==> src/timer_io_pkg.sv <==
package timer_io_pkg;

  // ----------------------------------------------------------------
  // register map (byte addresses)
  // ----------------------------------------------------------------
  localparam logic [7:0] io_ch0_high_addr = 8'h00;
  localparam logic [7:0] io_ch0_low_addr = 8'h04;
  localparam logic [7:0] io_ch1_addr = 8'h08;
  localparam logic [7:0] timer_ctrl_addr = 8'h0c;
  localparam logic [7:0] pin_status_addr = 8'h10;
  localparam logic [7:0] capture0_addr = 8'h14;
  localparam logic [7:0] capture1_addr = 8'h18;
  localparam logic [7:0] capture2_addr = 8'h1c;

  // ----------------------------------------------------------------
  // field layout and reset values
  // ----------------------------------------------------------------
  localparam int field_hi = 7;
  localparam int field_lo = 4;
  localparam logic [7:0] io_reset_value = 8'h00;
  localparam logic [4:0] ctrl_reset_value = 5'h00;
  localparam int ctrl_start0_bit = 0;
  localparam int ctrl_start1_bit = 1;
  localparam int ctrl_buffer_bit = 2;
  localparam int ctrl_pwm2_ch0_bit = 3;
  localparam int ctrl_pwm2_ch1_bit = 4;
  localparam int unit_count = 3;

  // ----------------------------------------------------------------
  // field codes
  // ----------------------------------------------------------------
  localparam logic [1:0] act_none = 2'h0;
  localparam logic [1:0] act_low = 2'h1;
  localparam logic [1:0] act_high = 2'h2;
  localparam logic [1:0] act_toggle = 2'h3;
  localparam logic [1:0] class_compare0 = 2'h0;
  localparam logic [1:0] class_compare1 = 2'h1;
  localparam logic [1:0] class_capture = 2'h2;
  localparam logic [1:0] edge_rise = 2'h0;
  localparam logic [1:0] edge_fall = 2'h1;

endpackage : timer_io_pkg

==> src/timer_io_ctrl.sv <==
// How it works
// upper nibble of ch0 high and ch1 registers sets second register's function
// upper nibble of ch0 low register sets ch0 fourth register's function, same code
// code 0x01: compare output, pin low at match, bit 6 initial level
// code 0x10: compare output, pin high at match, bit 6 initial level
// code 0x11: compare output toggles on each match, bit 6 initial level
// code 1000: capture counter on rising edge of capture pin
// code 1001: capture counter on falling edge of capture pin
// code 101x: capture counter on both edges of capture pin
// fourth register buffered: its field ignored, no capture nor compare
// codes 0000 and 0100 disable output; 11xx prohibited, treated as off
// all io control registers clear to zero on reset and standby
// initial level applied while the channel counter is stopped
// pwm mode 2: initial level driven when counter clears to zero
`timescale 1ns/1ps
`default_nettype none

module timer_io_ctrl #(
  parameter int count_width = 16
) (
  input wire logic core_clk,
  input wire logic rst,
  input wire logic standby,
  input wire logic psel,
  input wire logic penable,
  input wire logic pwrite,
  input wire logic [7:0] paddr,
  input wire logic [31:0] pwdata,
  output logic [31:0] prdata,
  output logic pready,
  output logic pslverr,
  input wire logic [count_width-1:0] ch0_count,
  input wire logic [count_width-1:0] ch1_count,
  input wire logic ch0_count_clear,
  input wire logic ch1_count_clear,
  input wire logic [timer_io_pkg::unit_count-1:0] compare_match,
  input wire logic [timer_io_pkg::unit_count-1:0] capture_pin_in,
  output logic [timer_io_pkg::unit_count-1:0] compare_pin_out,
  output logic [timer_io_pkg::unit_count-1:0] compare_pin_oe,
  output logic [timer_io_pkg::unit_count-1:0] capture_strobe
);
  import timer_io_pkg::*;

  if (count_width < 1 || count_width > 32) begin : g_width_check
    $error("count_width must be 1 to 32");
  end

  // ----------------------------------------------------------------
  // register file
  // ----------------------------------------------------------------
  logic [7:0] io_control_ch0_high;
  logic [7:0] io_control_ch0_low;
  logic [7:0] io_control_ch1;
  logic [4:0] timer_ctrl;
  logic [7:0] next_io_control_ch0_high;
  logic [7:0] next_io_control_ch0_low;
  logic [7:0] next_io_control_ch1;
  logic [4:0] next_timer_ctrl;
  logic [count_width-1:0] capture_value [unit_count];
  logic wr_en;
  logic addr_hit;
  logic wr_ch0_high;
  logic wr_ch0_low;
  logic wr_ch1;
  logic wr_ctrl;

  assign wr_en = psel && penable && pwrite;
  assign pready = 1'b1;
  assign wr_ch0_high = wr_en && (paddr == io_ch0_high_addr);
  assign wr_ch0_low = wr_en && (paddr == io_ch0_low_addr);
  assign wr_ch1 = wr_en && (paddr == io_ch1_addr);
  assign wr_ctrl = wr_en && (paddr == timer_ctrl_addr);

  always_comb begin
    unique case (paddr)
      io_ch0_high_addr, io_ch0_low_addr, io_ch1_addr, timer_ctrl_addr,
      pin_status_addr, capture0_addr, capture1_addr, capture2_addr: addr_hit = 1'b1;
      default: addr_hit = 1'b0;
    endcase
    pslverr = psel && penable && !addr_hit;
  end

  always_comb begin
    next_io_control_ch0_high = io_control_ch0_high;
    next_io_control_ch0_low = io_control_ch0_low;
    next_io_control_ch1 = io_control_ch1;
    // standby wins over a write in the same cycle
    if (standby) begin
      next_io_control_ch0_high = io_reset_value;
      next_io_control_ch0_low = io_reset_value;
      next_io_control_ch1 = io_reset_value;
    end else begin
      if (wr_ch0_high) next_io_control_ch0_high = pwdata[7:0];
      if (wr_ch0_low) next_io_control_ch0_low = pwdata[7:0];
      if (wr_ch1) next_io_control_ch1 = pwdata[7:0];
    end
  end

  always_ff @(posedge core_clk or posedge rst) begin
    if (rst) begin
      io_control_ch0_high <= io_reset_value;
      io_control_ch0_low <= io_reset_value;
      io_control_ch1 <= io_reset_value;
    end else begin
      io_control_ch0_high <= next_io_control_ch0_high;
      io_control_ch0_low <= next_io_control_ch0_low;
      io_control_ch1 <= next_io_control_ch1;
    end
  end

  // ----------------------------------------------------------------
  // timer control
  // ----------------------------------------------------------------
  logic ch0_start;
  logic ch1_start;
  logic buffer_on;
  logic ch0_pwm2;
  logic ch1_pwm2;

  always_comb begin
    next_timer_ctrl = timer_ctrl;
    if (wr_ctrl) next_timer_ctrl = pwdata[4:0];
  end

  always_ff @(posedge core_clk or posedge rst) begin
    if (rst) begin
      timer_ctrl <= ctrl_reset_value;
    end else begin
      timer_ctrl <= next_timer_ctrl;
    end
  end

  // counter starts, fourth-register buffering, pwm2 per channel
  assign ch0_start = timer_ctrl[ctrl_start0_bit];
  assign ch1_start = timer_ctrl[ctrl_start1_bit];
  assign buffer_on = timer_ctrl[ctrl_buffer_bit];
  assign ch0_pwm2 = timer_ctrl[ctrl_pwm2_ch0_bit];
  assign ch1_pwm2 = timer_ctrl[ctrl_pwm2_ch1_bit];

  // ----------------------------------------------------------------
  // read mux
  // ----------------------------------------------------------------
  logic [31:0] next_prdata;
  logic [31:0] read_word;
  logic rd_setup;

  // load in the setup cycle so the word stands for the whole access phase
  assign rd_setup = psel && !penable && !pwrite;

  always_comb begin
    read_word = 32'h0000_0000;
    unique case (paddr)
      io_ch0_high_addr: read_word[7:0] = io_control_ch0_high;
      io_ch0_low_addr: read_word[7:0] = io_control_ch0_low;
      io_ch1_addr: read_word[7:0] = io_control_ch1;
      timer_ctrl_addr: read_word[4:0] = timer_ctrl;
      pin_status_addr: begin
        // pin levels, output enables, capture pins
        read_word[2:0] = compare_pin_out;
        read_word[10:8] = compare_pin_oe;
        read_word[18:16] = capture_pin_in;
      end
      capture0_addr: read_word[count_width-1:0] = capture_value[0];
      capture1_addr: read_word[count_width-1:0] = capture_value[1];
      capture2_addr: read_word[count_width-1:0] = capture_value[2];
      default: read_word = 32'h0000_0000;
    endcase
  end

  always_comb begin
    next_prdata = prdata;
    if (rd_setup) next_prdata = read_word;
  end

  always_ff @(posedge core_clk or posedge rst) begin
    if (rst) begin
      prdata <= 32'h0000_0000;
    end else begin
      prdata <= next_prdata;
    end
  end

  // ----------------------------------------------------------------
  // per-unit wiring: 0 = ch0 second, 1 = ch0 fourth, 2 = ch1 second
  // ----------------------------------------------------------------
  logic [3:0] unit_field [unit_count];
  logic [unit_count-1:0] unit_start;
  logic [unit_count-1:0] unit_pwm2;
  logic [unit_count-1:0] unit_clear;
  logic [unit_count-1:0] unit_blocked;
  logic [count_width-1:0] unit_count_val [unit_count];

  assign unit_field[0] = io_control_ch0_high[field_hi:field_lo];
  assign unit_field[1] = io_control_ch0_low[field_hi:field_lo];
  assign unit_field[2] = io_control_ch1[field_hi:field_lo];
  assign unit_start = {ch1_start, ch0_start, ch0_start};
  assign unit_pwm2 = {ch1_pwm2, ch0_pwm2, ch0_pwm2};
  assign unit_clear = {ch1_count_clear, ch0_count_clear, ch0_count_clear};
  assign unit_blocked = {1'b0, buffer_on, 1'b0};
  assign unit_count_val[0] = ch0_count;
  assign unit_count_val[1] = ch0_count;
  assign unit_count_val[2] = ch1_count;

  // ----------------------------------------------------------------
  // compare output and input capture units
  // ----------------------------------------------------------------
  for (genvar u = 0; u < unit_count; u++) begin : g_unit
    logic [1:0] field_class;
    logic [1:0] action;
    logic init_level;
    logic is_compare;
    logic is_capture;
    logic edge_hit;
    logic pin_prev;
    logic level;
    logic strobe;
    logic [count_width-1:0] cap;
    logic next_pin_prev;
    logic next_level;
    logic next_strobe;
    logic [count_width-1:0] next_cap;

    assign field_class = unit_field[u][3:2];
    assign action = unit_field[u][1:0];
    assign init_level = unit_field[u][2];

    // mode decode; a buffered fourth register neither captures nor compares
    always_comb begin
      is_compare = !unit_blocked[u] && (field_class == class_compare0
        || field_class == class_compare1) && action != act_none;
      is_capture = !unit_blocked[u] && field_class == class_capture;
    end

    // edge tracker
    always_comb begin
      next_pin_prev = capture_pin_in[u];
      if (action[1]) begin
        edge_hit = capture_pin_in[u] != pin_prev;
      end else if (action == edge_fall) begin
        edge_hit = pin_prev && !capture_pin_in[u];
      end else begin
        edge_hit = !pin_prev && capture_pin_in[u];
      end
    end

    always_ff @(posedge core_clk or posedge rst) begin
      if (rst) begin
        pin_prev <= 1'b0;
      end else begin
        pin_prev <= next_pin_prev;
      end
    end

    // capture strobe and latched count
    always_comb begin
      next_strobe = is_capture && edge_hit;
      next_cap = cap;
      if (next_strobe) next_cap = unit_count_val[u];
    end

    always_ff @(posedge core_clk or posedge rst) begin
      if (rst) begin
        strobe <= 1'b0;
        cap <= '0;
      end else begin
        strobe <= next_strobe;
        cap <= next_cap;
      end
    end

    // compare level: stopped counter, then pwm2 clear, then match
    always_comb begin
      next_level = level;
      if (is_compare) begin
        if (!unit_start[u]) begin
          next_level = init_level;
        end else if (unit_pwm2[u] && unit_clear[u]) begin
          next_level = init_level;
        end else if (compare_match[u]) begin
          unique case (action)
            act_low: next_level = 1'b0;
            act_high: next_level = 1'b1;
            act_toggle: next_level = !level;
            default: next_level = level;
          endcase
        end
      end
    end

    // level holds while the output is disabled
    always_ff @(posedge core_clk or posedge rst) begin
      if (rst) begin
        level <= 1'b0;
      end else begin
        level <= next_level;
      end
    end

    assign compare_pin_out[u] = level;
    assign compare_pin_oe[u] = is_compare;
    assign capture_strobe[u] = strobe;
    assign capture_value[u] = cap;
  end

endmodule : timer_io_ctrl
`default_nettype wire

==> config.mk <==
export PLATFORM = sky130hd
export DESIGN_NAME = timer_io_ctrl
export DESIGN_NICKNAME = d
export VERILOG_FILES = /design/src/timer_io_pkg.sv /design/src/timer_io_ctrl.sv
export SDC_FILE = /design/constraint.sdc
export NUM_CORES = 1
export LEC_CHECK = 0
export ABC_AREA = 1
export BUFFER_PORTS_ARGS = -buffer_cell sky130_fd_sc_hd__clkbuf_2
export CAP_MARGIN = 20
export CORE_AREA = 3 3 111 103
export DETAILED_ROUTE_END_ITERATION = 6
export DIE_AREA = 0 0 114 106
export GPL_TIMING_DRIVEN = 0
export HOLD_SLACK_MARGIN = 0.12
export PLACE_DENSITY = 0.79
export SETUP_SLACK_MARGIN = 0.15
export SKIP_CTS_REPAIR_TIMING = 1
export SLEW_MARGIN = 20
export SYNTH_ARGS = -nofsm -noshare
export SYNTH_HDL_FRONTEND = slang
export SYNTH_SLANG_ARGS = --single-unit
==> constraint.sdc <==
create_clock -name core_clk -period 5.09 [get_ports core_clk]
set_clock_uncertainty 0.15 [all_clocks]
set_input_delay 1.018 -clock core_clk [delete_from_list [all_inputs] [get_ports core_clk]]
set_output_delay 1.018 -clock core_clk [all_outputs]
set_load 0.03 [all_outputs]
After elaboration in Yosys (flattened, before gate mapping)
Memories as Yosys holds them, arrays and structs flattened.
Cells that the tools add are included.
- eq/ne operators: 31
- muxes and demuxes: 31
- reductions and logical operators: 55
- operator list (operator ; number):
    $mux 8 ; 6
    $eq 8x5->1 const B ; 4
    $logic_and 1x1->1 ; 25
    $pmux 3 s8 ; 1
    $eq 2x2->1 const B ; 9
    $pmux 3 s6 ; 1
    $eq 8x4->1 const B ; 2
    $mux 1 ; 16
    $ne 5x1->1 const B ; 3
    $pmux 5 s3 ; 1
    $pmux 2 s7 ; 1
    $logic_not 1->1 ; 13
    $eq 2x1->1 const B ; 6
    $pmux 3 s4 ; 1
    $reduce_bool 2->1 ; 6
    $ne 3x2->1 const B ; 3
    $pmux 1 s3 ; 3
    $reduce_and 3->1 ; 3
    $eq 8x3->1 const B ; 1
    $logic_not 8->1 ; 1
    $logic_not 2->1 ; 3
    $logic_not 3->1 ; 1
    $logic_or 1x1->1 ; 3
    $mux 3 ; 1
    $ne 1x1->1 ; 3
- flip-flop bits (word level): 105
- bits in read-only memories: 32
- output and inout bits: 43
- word-level logic and storage cells: 135
- memories: 1
- memories (name ; words ; width ; read ports ; clocked after Yosys merged registers in ; wr ports ; RTL line ; source):
    (no name shown) ; 32 ; 1 ; 1 ; 0 ; 0 ; timer_io_ctrl.sv:75 ; unique case (paddr)

Logic depth before layout (Yosys ltp)
- word-level depth: 5
- mapped depth: 11

Worst setup path before layout
No wires, ideal clock.
- kind: in2out
- from: input port paddr[1]
- to: output port pslverr
- arrival time: 1.713 ns
- path slack: 2.209 ns
- cell stages on the path: 4
- buffers on the path: 0
- path through: inv_1 nand2_4 o311ai_0 inv_1
- cells in the longest elaborated chain, start to end: 4
- RTL lines (element ; RTL line ; source):
    start: declaration ; timer_io_ctrl.sv:27 ; input wire logic [7:0] paddr,
    $mem_v2 32x1 ; n/a ;
    $mux 1 ; timer_io_ctrl.sv:75 ;
    $logic_not 1->1 ; timer_io_ctrl.sv:80 ; pslverr = psel && penable && !addr_hit;
    $logic_and 1x1->1 ; timer_io_ctrl.sv:80 ;
    end: declaration ; timer_io_ctrl.sv:31 ; output logic pslverr,
No other way between the ends.

Worst setup path after layout
Same ends and word-level chain as after synthesis.

==> reports/qor_table.md <==
| Item | This run | Unit |
|---|---|---|
| Cell area after layout | 6550 | sq um |
| Number of flip-flops and latches in the synthesized netlist | 105 | - |
| IO Pins | 129 | - |
| Antenna diode count | 0 | - |
| Required @ worst endpoint | 3.92 | ns |
| Maximum operating frequency | 325 | MHz |
| Cell count after placement | 881 | - |
| Setup crit end kind | primary output | - |
| Storage cell area | 2630 | sq um |
| Total half-perimeter wirelength after legalization and detailed placement | 10700 | microns |
| Outcome | finished, final reports clean | - |
| Number of nets in the final layout | 859 | - |
| Leading cell type in the layout, fill and taps excluded | sky130_fd_sc_hd__nand2_1 | - |
| Total area of multi-input combinational cells | 2330 | sq um |
| Final setup violation count | 0 | - |
| Site Rows | 35 | - |
| Vias/cell | 5.26 | - |
| Flip-flop cell with the highest count after synthesis | sky130_fd_sc_hd__dfrtp_1 | - |
| Total wirelength of the detailed-routed design | 14000 | microns |
| Routability Congestion | 0.919 | - |
| Summed instance area of the synthesized netlist | 5540 | sq um |
| Startpoint of the most critical register-to-register path | io_control_ch0_high[5] | - |
| Number of detailed-route iterations in the first pass | 5 | - |
| WS Path Type | input pin to primary output | - |
| Count of unresolved DRC violations after routing | 0 | - |
| Fraction of synthesis flops using an asynchronous set or reset pin | 100 | % |
| Routed length per placed instance | 15.7 | microns |
| Maximum number of pins on one net before global-route repair | 60 | - |
| Number of buffers added by the clock tree synthesis step | 9 | - |
| Remaining Overflow, GRT | 0 | - |
| Sink count of the clock tree | 105 | - |
| Residual antenna-violating net count after detailed routing | 0 | - |
| Avg Cell Area, Syn | 8.53 | sq um |
| Core utilization of the finished layout | 63.9 | % |
| DIE WIDTH | 114 | microns |
| Library cells used by synthesis | 40 | - |
| Initial core utilization | 54.0 | % |
| Capturing instance or port of the critical path | pslverr | - |
| Power Dens Cells | 340 | nW/um^2 |
| Final clock period utilization by the worst path | 60.5 | % |
| Worst EP arrival | 1.91 | ns |
| Die outline height | 106 | microns |
| Sort of element at the start of the critical path | input pin | - |
| TritonCTS clock tree | yes | - |
| Antenna violations before repair | 0 | - |
| Worst hold path stage count | 2 | - |
| Clock-pin slew of the registers on the worst-case setup and hold paths | 0.07 | ns |
| RSZ-0062 raised after global routing | no | - |
| Yosys warning count | 0 | - |
| Number of vias after detailed routing | 4720 | - |
| Largest driver fanout on the critical path | 4 | - |
| Critical Path Source | paddr[1] | - |
| Combined global-route utilization of all metal layers | 24.2 | % |
| Max-cap violations | 0 | - |
| Syn Inst Count | 649 | - |
| Relative max-transition margin | 64.9 | % |
| Max clock buf depth | 2 | - |
| Post-synthesis to final-layout area growth | 18.3 | % |
| Measured slew at the worst slew-check pin | 0.526 | ns |
| Die outline area | 12100 | sq um |
| Core Area | 10200 | sq um |
| # fillers | 872 | - |
| Post-route non-filler standard cell count | 897 | - |
| CTS H-tree depth | 3 | - |
| Post-layout power | 2230 | uW |
| Final critical path time including I/O delays and setup | 3.08 | ns |
| Worst Reg-to-Reg Cells | 8 | - |
| CTS Root Buffer Type | sky130_fd_sc_hd__clkbuf_16 | - |
| Number of enable-type register cells in the synthesized netlist | 0 | - |
| Final TNS setup | 0 | ns |
| Leakage | 0.00356 | uW |
| Fraction of layout cells with a size suffix above 1 | 27.2 | % |
| Area after DPL | 6230 | sq um |
| Reg-to-reg slack, setup | 2.89 | ns |
| Clock Latency Late Sink | 0.35 | ns |
| Final Slew Violations | 0 | - |
| Port Buffer Count | 90 | - |
| Initial drt markers | 369 | - |
| Most frequent cells in the layout | sky130_fd_sc_hd__nand2_1 (202), sky130_fd_sc_hd__dfrtp_1 (105), sky130_fd_sc_hd__clkbuf_2 (91) | - |
| Number of global-route vias before repair | 4687 | - |
| Global-route wire length before repair | 23300 | microns |
| Worst IR Drop VDD | 0.160 | mV |
| Final hold vios | 0 | - |
| Crit Reg-Reg Endpoint | g_unit[0].cap[1] | - |
| Register area share after synthesis | 47.4 | % |
| Path type of the worst min-delay path | register to register | - |
-- where the power goes --
group | switching (uW) | total, uW | leakage [uW] | internal, uW
clock | 328 | 734 | 0.000154 | 406
sequential | 109 | 1110 | 0.00135 | 999
combinational | 236 | 385 | 0.00205 | 149
-- how the worst min path moves through the flow --
stage / from / endpoint
finish: prdata[14] / prdata[14]
global route: prdata[14] / prdata[14]
CTS: prdata[2] / prdata[2]
detailed placement: prdata[14] / prdata[14]
global placement: prdata[8] / prdata[8]
floorplan: g_unit[2].cap[0] / g_unit[2].cap[0]
-- sequential cells by signal, indices dropped and copies added, names as in the netlist, 5 cells and up --
signal               flops
g_unit.cap              48
io_control_ch0_high      8
io_control_ch0_low       8
io_control_ch1           8
prdata                  19
timer_ctrl               5
-- logic make-up (layout without fill, tap and decap cells) --
| kind of cell | Yosys count | after routing | synth area share (%) |
|---|---|---|---|
| other | 2 | 14 | 0.136 |
| muxes | 5 | 5 | 1.36 |
| AOI/OAI and AO/OA | 101 | 101 | 11.1 |
| and+or+nand+nor | 318 | 318 | 26.4 |
| DFF | 105 | 105 | 47.4 |
| buffers and inverters | 108 | 215 | 11.3 |
| adders and majority gates | 10 | 10 | 2.26 |
-- through the flow --
stage | setup slack, ns | hold WS (ns)
final | 2.01 | 0.334
after detailed placement | 2.01 | 0.317
after CTS | 2.01 | 0.336
after floorplan | 1.16 | 0.299
after global routing | 1.90 | 0.346
after global placement | 0.128 | 0.313
-- synth_stat cells, types with 6 or more instances --
cell type,n,share of area [%]
sky130_fd_sc_hd__nand3_1,63,5.7
sky130_fd_sc_hd__dfrtp_1,105,47
sky130_fd_sc_hd__ha_1,10,2.3
sky130_fd_sc_hd__buf_4,24,3.3
sky130_fd_sc_hd__o21ai_1,29,2.6
sky130_fd_sc_hd__o21ai_2,10,1.6
sky130_fd_sc_hd__nand3_2,10,1.8
sky130_fd_sc_hd__nor2_1,21,1.4
sky130_fd_sc_hd__inv_1,54,3.7
sky130_fd_sc_hd__buf_2,10,0.90
sky130_fd_sc_hd__o21ai_0,46,4.2
sky130_fd_sc_hd__buf_6,6,1.2
sky130_fd_sc_hd__nand2_1,202,14
-- cell type report --
cell class                 count  area share [%]
timing repair buffer          91            7.30
inverter                      59            3.53
buffer                        49            6.08
clock buffer                  10            3.65
multi-input combinational    448            35.6
tap                          129            2.46
sequential                   105            40.1
clock inverter                 6            1.26
-- routing by layer --
layer	track usage [%]	vias to the layer above	wire (microns)
met2	37.5	189	6360
met4	7.12	0	289
met5	0	-	0
met3	4.67	25	959
li1	-	2279	-
met1	34.7	2227	6440
-- critical path, stage by stage --
cell,delay [ns]
sky130_fd_sc_hd__clkbuf_2,0.09
sky130_fd_sc_hd__inv_1,0.08
sky130_fd_sc_hd__nand2_4,0.11
sky130_fd_sc_hd__o311ai_0,0.34
sky130_fd_sc_hd__inv_1,0.08
sky130_fd_sc_hd__clkbuf_2,0.19
Note: power is estimated with default switching activity, not from simulation.
